### src/memory_map_config_regs.vh
// Register indexes, field positions and reset values for the memory map configuration bank
`ifndef MEMORY_MAP_CONFIG_REGS_VH
`define MEMORY_MAP_CONFIG_REGS_VH

// Register indexes; the byte address inside the block is four times the index
`define IDX_EEPROM_POSITION      8'h12
`define IDX_SYSTEM_EXTRAS        8'h13
`define IDX_TEST_LOCATION_A      8'h14
`define IDX_TEST_LOCATION_B      8'h17
`define IDX_MEMORY_ALLOC_INFO    8'h1C

// Eeprom position register fields
`define EE_BASE_MSB              7
`define EE_BASE_LSB              3
`define EE_ENABLE_BIT            0
`define EE_POSITION_RESET        8'h01

// System extras control register fields
`define MISC_STRETCH_MSB         3
`define MISC_STRETCH_LSB         2
`define MISC_UPPER_HALF_BIT      1
`define MISC_FLASH_ENABLE_BIT    0
`define MISC_STRETCH_RESET       2'h3
`define MISC_UPPER_HALF_RESET    1'h0
`define MISC_UPPER_NIBBLE        4'h0

// Memory allocation info fields
`define MEM_REG_SW_BIT           7
`define MEM_EEP_SW_MSB           5
`define MEM_EEP_SW_LSB           4
`define MEM_RAM_SW_MSB           2
`define MEM_RAM_SW_LSB           0

// Ram position register fields as seen at the ram_position_reg input
`define RAM_POS_MSB              7
`define RAM_POS_LSB              3
`define RAM_HAL_BIT              0

// Region sizes in bytes
`define SIZE_2K                  16'h0800
`define SIZE_4K                  16'h1000
`define SIZE_8K                  16'h2000
`define SIZE_16K                 16'h4000

// Bus field values
`define PAGE_BITS                11
`define TEST_VALUE_RESET         8'h00
`define ZERO_16                  16'h0000
`define ZERO_24                  24'h000000
`define ZERO_2                   2'h0
`define ONE_4                    4'h1

`endif

### src/memory_map_config_regs.v
// APB register bank for memory mapping configuration: eeprom position, extras, sizes
//
// Behaviour
// - Eeprom field bits 7:3 give base upper bits
// - Eeprom enable clear removes eeprom from map
// - Eeprom enable bit writable anytime, all modes
// - Eeprom field anytime, or optionally write-once
// - Register writes reach the control outputs one cycle later
// - Stretch field adds zero to three clocks
// - Stretch ignored in single-chip and peripheral modes
// - Extras fields write-once unless special mode
// - Upper-half bit blocks direct lower flash access
// - Flash enable clear removes flash from map
// - Extras reset: stretch 11, flash enable parameter
// - Eeprom position reset value is a parameter
// - Test locations readable, writes ignored
// - Allocation info read-only, shows switch inputs
// - Bit 7 reports 1K or 2K register space
// - Bits 5:4 report eeprom allocation size
// - Ram code reports size in 2K steps
// - Ram code selects region and position bits
// - Ram reset base follows position value 0x09
// - Smaller ram placed inside region by alignment
// - Registers decoded relative to relocatable base
// - High-align clear low end, set top end
// - Register block on 2K boundary below 32K
//
// The APB interface to the registers is this design's own decision.
`include "memory_map_config_regs.vh"

module memory_map_config_regs #(
  parameter [7:0] EE_POSITION_RESET  = `EE_POSITION_RESET,
  parameter       EE_WRITE_ONCE      = 0,
  parameter       FLASH_ENABLE_RESET = 1,
  parameter [7:0] TEST_A_VALUE       = `TEST_VALUE_RESET,
  parameter [7:0] TEST_B_VALUE       = `TEST_VALUE_RESET
) (
  input  wire        pclk,
  input  wire        presetn,
  input  wire        psel,
  input  wire        penable,
  input  wire        pwrite,
  input  wire [15:0] paddr,
  input  wire [31:0] pwdata,
  input  wire [3:0]  pstrb,
  output reg  [31:0] prdata,
  output reg         pready,
  output reg         pslverr,
  input  wire        mode_special,
  input  wire        mode_single_or_periph,
  input  wire [3:0]  register_block_position,
  input  wire [7:0]  ram_position_reg,
  input  wire        register_space_switch,
  input  wire [1:0]  eeprom_space_switch,
  input  wire [2:0]  ram_space_switch,
  output reg  [4:0]  eeprom_base_field,
  output reg  [15:0] eeprom_base_addr,
  output reg         eeprom_map_enable,
  output reg  [1:0]  external_stretch_select,
  output reg  [1:0]  stretch_cycles,
  output reg         flash_upper_half_only,
  output reg         flash_map_enable,
  output reg         flash_lower_direct_enable,
  output reg         flash_window_enable,
  output reg  [15:0] ram_base_addr,
  output reg  [15:0] ram_region_size,
  output reg  [15:0] ram_alloc_size
);

  localparam [1:0] ST_IDLE = 2'b01;
  localparam [1:0] ST_DONE = 2'b10;

  // Mappable region for a ram allocation code
  function [15:0] region_size;
    input [2:0] code;
    begin
      case (code)
        3'h0: begin
          region_size = `SIZE_2K;
        end
        3'h1: begin
          region_size = `SIZE_4K;
        end
        3'h2, 3'h3: begin
          region_size = `SIZE_8K;
        end
        default: begin
          region_size = `SIZE_16K;
        end
      endcase
    end
  endfunction

  // Allocated ram size: code plus one times 2K
  function [15:0] alloc_size;
    input [2:0] code;
    reg   [3:0] steps;
    begin
      steps      = {1'b0, code} + `ONE_4;
      alloc_size = {1'b0, steps, {`PAGE_BITS{1'b0}}};
    end
  endfunction

  // Byte offset of a register index inside the block window
  function [10:0] reg_offset;
    input [7:0] idx;
    begin
      reg_offset = {1'b0, idx, 2'b00};
    end
  endfunction

  reg [1:0]  state_r;
  reg [7:0]  ee_pos_r;
  reg        ee_written_r;
  reg [1:0]  stretch_r;
  reg        upper_half_r;
  reg        flash_en_r;
  reg        misc_written_r;

  wire [7:0] rd_ee_pos;
  wire [7:0] rd_misc;
  wire [7:0] rd_memsize;
  wire       in_block;
  wire       hit_ee;
  wire       hit_misc;
  wire       hit_test_a;
  wire       hit_test_b;
  wire       hit_memsize;
  wire       hit_any;
  wire       wr_commit;
  wire       ee_field_open;
  wire       misc_open;

  reg  [7:0]  rd_value;
  reg  [15:0] ram_region_nxt;
  reg  [15:0] ram_alloc_nxt;
  reg  [15:0] ram_base_nxt;

  assign in_block = (paddr[15:`PAGE_BITS] == {1'b0, register_block_position});

  assign hit_ee      = in_block && (paddr[10:0] == reg_offset(`IDX_EEPROM_POSITION));
  assign hit_misc    = in_block && (paddr[10:0] == reg_offset(`IDX_SYSTEM_EXTRAS));
  assign hit_test_a  = in_block && (paddr[10:0] == reg_offset(`IDX_TEST_LOCATION_A));
  assign hit_test_b  = in_block && (paddr[10:0] == reg_offset(`IDX_TEST_LOCATION_B));
  assign hit_memsize = in_block && (paddr[10:0] == reg_offset(`IDX_MEMORY_ALLOC_INFO));
  assign hit_any     = hit_ee || hit_misc || hit_test_a || hit_test_b || hit_memsize;

  // Write lands only at the edge the master samples pready high
  assign wr_commit = psel && penable && pready && pwrite && pstrb[0] && !pslverr;

  // Field lock only with the write-once option outside special modes
  assign ee_field_open = (EE_WRITE_ONCE == 0) || mode_special || !ee_written_r;

  // One write in normal and emulation, unlimited in special
  assign misc_open = mode_special || !misc_written_r;

  // Bits 2:1 of the eeprom position read zero
  assign rd_ee_pos = {ee_pos_r[`EE_BASE_MSB:`EE_BASE_LSB], 2'b00, ee_pos_r[`EE_ENABLE_BIT]};

  // Upper nibble of extras reads zero
  assign rd_misc = {`MISC_UPPER_NIBBLE, stretch_r, upper_half_r, flash_en_r};

  assign rd_memsize = {register_space_switch, 1'b0, eeprom_space_switch, 1'b0,
                       ram_space_switch};

  always @* begin
    rd_value = 8'h00;
    if (hit_ee) begin
      rd_value = rd_ee_pos;
    end else if (hit_misc) begin
      rd_value = rd_misc;
    end else if (hit_test_a) begin
      rd_value = TEST_A_VALUE;
    end else if (hit_test_b) begin
      rd_value = TEST_B_VALUE;
    end else if (hit_memsize) begin
      rd_value = rd_memsize;
    end
  end

  // One wait state: answer registered in the first access cycle
  always @(posedge pclk or negedge presetn) begin
    if (!presetn) begin
      state_r <= ST_IDLE;
      pready  <= 1'b0;
      pslverr <= 1'b0;
      prdata  <= 32'h00000000;
    end else begin
      case (state_r)
        ST_IDLE: begin
          if (psel && penable) begin
            state_r <= ST_DONE;
            pready  <= 1'b1;
            pslverr <= !hit_any;
            prdata  <= (pwrite || !hit_any) ? 32'h00000000 : {`ZERO_24, rd_value};
          end else begin
            pready  <= 1'b0;
            pslverr <= 1'b0;
          end
        end
        ST_DONE: begin
          state_r <= ST_IDLE;
          pready  <= 1'b0;
          pslverr <= 1'b0;
        end
        default: begin
          state_r <= ST_IDLE;
          pready  <= 1'b0;
          pslverr <= 1'b0;
        end
      endcase
    end
  end

  // Eeprom position starts from the integration value
  always @(posedge pclk or negedge presetn) begin
    if (!presetn) begin
      ee_pos_r     <= EE_POSITION_RESET;
      ee_written_r <= 1'b0;
    end else if (wr_commit && hit_ee) begin
      ee_pos_r[`EE_ENABLE_BIT] <= pwdata[`EE_ENABLE_BIT];
      if (ee_field_open) begin
        ee_pos_r[`EE_BASE_MSB:`EE_BASE_LSB] <= pwdata[`EE_BASE_MSB:`EE_BASE_LSB];
      end
      if (!mode_special) begin
        ee_written_r <= 1'b1;
      end
    end
  end

  always @(posedge pclk or negedge presetn) begin
    if (!presetn) begin
      stretch_r      <= `MISC_STRETCH_RESET;
      upper_half_r   <= `MISC_UPPER_HALF_RESET;
      flash_en_r     <= (FLASH_ENABLE_RESET != 0);
      misc_written_r <= 1'b0;
    end else if (wr_commit && hit_misc) begin
      if (misc_open) begin
        stretch_r    <= pwdata[`MISC_STRETCH_MSB:`MISC_STRETCH_LSB];
        upper_half_r <= pwdata[`MISC_UPPER_HALF_BIT];
        flash_en_r   <= pwdata[`MISC_FLASH_ENABLE_BIT];
      end
      if (!mode_special) begin
        misc_written_r <= 1'b1;
      end
    end
  end

  // Region and size from the allocation code
  always @* begin
    ram_region_nxt = region_size(ram_space_switch);
    ram_alloc_nxt  = alloc_size(ram_space_switch);
    // Only position bits above the region size are used
    ram_base_nxt   = {ram_position_reg[`RAM_POS_MSB:`RAM_POS_LSB], {`PAGE_BITS{1'b0}}}
                     & ~(ram_region_nxt - 16'h0001);
    // High alignment moves ram to region top
    if (ram_position_reg[`RAM_HAL_BIT]) begin
      ram_base_nxt = ram_base_nxt + ram_region_nxt - ram_alloc_nxt;
    end
  end

  // Control outputs follow registers one cycle later
  always @(posedge pclk or negedge presetn) begin
    if (!presetn) begin
      eeprom_base_field         <= 5'h00;
      eeprom_base_addr          <= `ZERO_16;
      eeprom_map_enable         <= 1'b0;
      external_stretch_select   <= `ZERO_2;
      stretch_cycles            <= `ZERO_2;
      flash_upper_half_only     <= 1'b0;
      flash_map_enable          <= 1'b0;
      flash_lower_direct_enable <= 1'b0;
      flash_window_enable       <= 1'b0;
      ram_base_addr             <= `ZERO_16;
      ram_region_size           <= `ZERO_16;
      ram_alloc_size            <= `ZERO_16;
    end else begin
      eeprom_base_field <= ee_pos_r[`EE_BASE_MSB:`EE_BASE_LSB];
      eeprom_base_addr  <= {ee_pos_r[`EE_BASE_MSB:`EE_BASE_LSB], {`PAGE_BITS{1'b0}}};
      eeprom_map_enable       <= ee_pos_r[`EE_ENABLE_BIT];
      external_stretch_select <= stretch_r;
      // Stretch count, forced zero without external bus
      stretch_cycles        <= mode_single_or_periph ? `ZERO_2 : stretch_r;
      flash_upper_half_only <= upper_half_r;
      flash_map_enable <= flash_en_r;
      // Lower fixed pages only without upper-half restriction
      flash_lower_direct_enable <= flash_en_r && !upper_half_r;
      flash_window_enable       <= flash_en_r;
      ram_base_addr             <= ram_base_nxt;
      ram_region_size           <= ram_region_nxt;
      ram_alloc_size            <= ram_alloc_nxt;
    end
  end

endmodule

### config.mk
export PLATFORM = sky130hd
export DESIGN_NAME = memory_map_config_regs
export DESIGN_NICKNAME = d
export VERILOG_FILES = /design/src/memory_map_config_regs.v
export VERILOG_INCLUDE_DIRS = /design/src
export SDC_FILE = /design/constraint.sdc
export NUM_CORES = 1
export LEC_CHECK = 0
export CORE_MARGIN = 2
export CORE_UTILIZATION = 33
export CTS_BUF_LIST = sky130_fd_sc_hd__clkbuf_2 sky130_fd_sc_hd__clkbuf_4 sky130_fd_sc_hd__clkbuf_8
export DETAILED_ROUTE_END_ITERATION = 6
export DONT_BUFFER_PORTS = 1
export GPL_TIMING_DRIVEN = 0
export SETUP_SLACK_MARGIN = 0.3
export SLEW_MARGIN = 40
export SYNTH_ARGS = -nofsm -noshare
export SYNTH_HDL_FRONTEND = slang
export SYNTH_SLANG_ARGS = --single-unit
### constraint.sdc
create_clock -name pclk -period 2.1 [get_ports pclk]
set_input_delay 0.105 -clock pclk [delete_from_list [all_inputs] [get_ports pclk]]
set_output_delay 0.105 -clock pclk [all_outputs]
set_load 0.05 [all_outputs]
==> impl_metrics.tcl <==
set metrics [dict create \
    status "complete, but fails checks" \
    violations "hold timing, setup timing" \
    rr_worst_depth 6 \
    path_buf_inv 3 \
    gr-usage-all-layers_pct 12.4 \
    antenna_found_initial 0 \
    min_path_cells 1 \
    dr.pass1.iters 4 \
    crit_family "adder cells" \
    wl_per_cell_um 13.0 \
    synth-edff-count 0 \
    ir_drop_uv 317 \
    clock_latency_ps 300 \
    cp_data_required_time_ps 2280 \
    fin_ws_ps -8.95 \
    min_period_over_period_pct 100 \
    critPathArrivalTime_ps 2290 \
    grt_max_degree 50 \
    power_leakage_nw 2.05 \
    post-route-util_pct 45.3 \
    fp.coreArea_um2 8590 \
    synth_flop_cell "dfrtp_1" \
    io_buffers 0 \
    root_buffer "clkbuf_8" \
    power_mw 2.47 \
    gp_congestion 0.808 \
    via_count 1940 \
    finalClockSkew_ps 5.15 \
    wirelength_mm 6.13 \
    synth.avg_cell_area_um2 11.1 \
    cts_buffer_depth 2 \
    period_needed_ps 2110 \
    path_clk_slew_ps 90 \
    hpwl_mm 4.62 \
    worstPathCellList "clkinv_16 > ha_4 > nor2b_4 > inv_2 > ha_4 > nand2_4 > fa_1 > inv_2 > ha_4 > ha_4 > o211ai_1 > and3b_1 > o21ai_2 > xor2_1" \
    grt_pass1_vias 1870 \
    powerDensity_nw_per_um2 636 \
    dieWidth_um 97.5 \
    cp_slowest_cell "fa_1" \
    cap_viol_max_count 0 \
    cp_num_cells 14 \
    dpl.cell_count 437 \
    drtIter0Drc 33 \
    min-delay-path-class "input pin to flop" \
    finalSetupViolCount 1 \
    start_util_pct 33.6 \
    cts_tree "yes" \
    dieArea_um2 9510 \
    cts_sinks 49 \
    final_cells 473 \
    synthesis.area_um2 2890 \
    ant_nets 0 \
    critPathLaunchType "input pin" \
    clock.fmax_ghz 0.474 \
    crit_top_cell "ha_4" \
    pre_cts_ws_ps -428 \
    n_antenna_cell 0 \
    whs_ps -120 \
    die_y_um 97.5 \
    drive_gt1_share_pct 39.2 \
    drcViolationCount 0 \
    worst_setup_path_end_kind "flop" \
    h-tree-depth 2 \
    nNetsFinal 456 \
    rsz0062_at_grt "yes" \
    worstMarginPinSlew_ps 852 \
    num_rows 34 \
    synth_cells 260 \
    syn2layout_area_growth_pct 34.9 \
    worstSetupPathType "input pin to flop" \
    synth_seq_cells 49 \
    seq_area_frac_synth_pct 42.7 \
    yosysUniqueCellTypes 44 \
    crit_fanout 7 \
    drv_slew 0 \
    cts_made_buffers 5 \
    routed_via_density 4.10 \
    final_hold_viol_count 3 \
    cpPeakStageDelay_ps 500 \
    synth_warnings 0 \
    relSlewSlack_pct 42.4 \
    grt-ovfl-total 0 \
    grt_pass1_wl_mm 9.52 \
    io_pins 189 \
    synthArstFlopShare_pct 100 \
]
repair_timing:
| action | 4_1_cts | 5_1_grt |
|---|---|---|
| endpoints found under the setup margin | 14 | 20 |
| endpoints found under the hold margin | 73 | 4 |
| setup buffers | 6 | 2 |
| resized for setup | 8 | 19 |
| hold buffers | 19 | 1 |
| pin swaps | 8 | 4 |
synth_stat cells (all sizes together) (5+ instances only):
cell type	number	area share [%]
buf	77	20
dfrtp	44	38
nand2	16	2.1
inv	13	1.7
mux2	13	5.1
ha	11	4.8
o21ai	10	1.7
a22oi	5	1.3
dfstp	5	4.6
nor2b	5	1.1
o41ai	5	2.8
metal layers:
metal,vias to the layer above,wire [um],GRT usage [%]
met5,-,0,0
met2,100,3050,21.9
li1,936,-,-
met1,899,2460,14.7
met3,5,561,4.03
met4,0,54,2.88
area by class of cell:
type,count,area [um^2]
clock buffers,6,82.6
fillers,817,4700
multi-input cells,188,1440
plain buffers,79,589
inverters,13,87.6
well taps,108,135
flip-flops and latches,49,1230
repair buffers,28,285
clock inverters,2,37.5
cells by family after synthesis:
family,count (synthesis),synth area share [%]
buf+inv,92,22.1
fa+ha+maj,15,7.55
compound gates,31,8.76
simple gates,51,11.2
other cells,1,0.130
flops,49,42.7
mux,13,5.07
xor+xnor,8,2.43
through the flow:
stage / setup TNS [ps] / instance area (um^2) / hold WS (ps)
CTS: 0 / 3780 / -77.8
floorplan: -555 / 3240 / -191
finish: -8.95 / 3890 / -120
detailed placement: -1120 / 3380 / -190
global placement: -947 / 3380 / -190
global route: -100 / 3890 / -134
report_power, final:
part / switching (mW) / internal (mW) / leakage, nW / total, mW
registers: 0.135 / 0.978 / 0.636 / 1.11
clock network: 0.317 / 0.388 / 0.0574 / 0.705
logic: 0.426 / 0.231 / 1.36 / 0.657
layout by cell type (no fill, tap or decap), drive strengths merged, types with 2 or more instances in the layout:
cell type,netlist,layout
nor4b,2,2
and3b,2,2
clkbuf,2,8
dfstp,5,5
a21oi,2,2
and2,3,3
nand4b,2,2
nand4,2,2
o21ai,10,10
o41ai,5,5
mux2,13,13
or4,3,3
dfrtp,44,44
ha,11,11
inv,13,11
a22oi,5,5
a21o,3,3
xor2,4,4
nand2b,2,2
nor2b,5,5
fa,4,4
nor2,4,4
nor4,2,2
dlygate4sd3,0,19
nor4bb,2,2
xnor2,4,4
nand2,16,16
nand3,3,3
clkinv,0,2
buf,77,86
conb,1,70
final timing paths:
| path | from | endpoint | slack, ps |
|---|---|---|---|
| setup / recovery | ram_space_switch[1] | ram_base_addr[15] | -9 |
| hold / removal | ram_position_reg[0] | ram_base_addr[12] | -120 |
| setup reg to reg | pslverr | ee_pos_r[3] | 240 |
| hold reg to reg | ee_pos_r[3] | eeprom_base_addr[11] | 410 |
| max in group asynchronous | presetn | ee_pos_r[0] | 1500 |
| min in group asynchronous | presetn | pslverr | 340 |
sequential cells by signal, indices dropped and copies added, names as in the netlist, 4 cells and up:
signal / cells
prdata: 8
ram_alloc_size: 4
ram_base_addr: 5
ee_pos_r: 6
eeprom_base_addr: 5
ram_region_size: 4
Power figures use the tool's default switching activity.
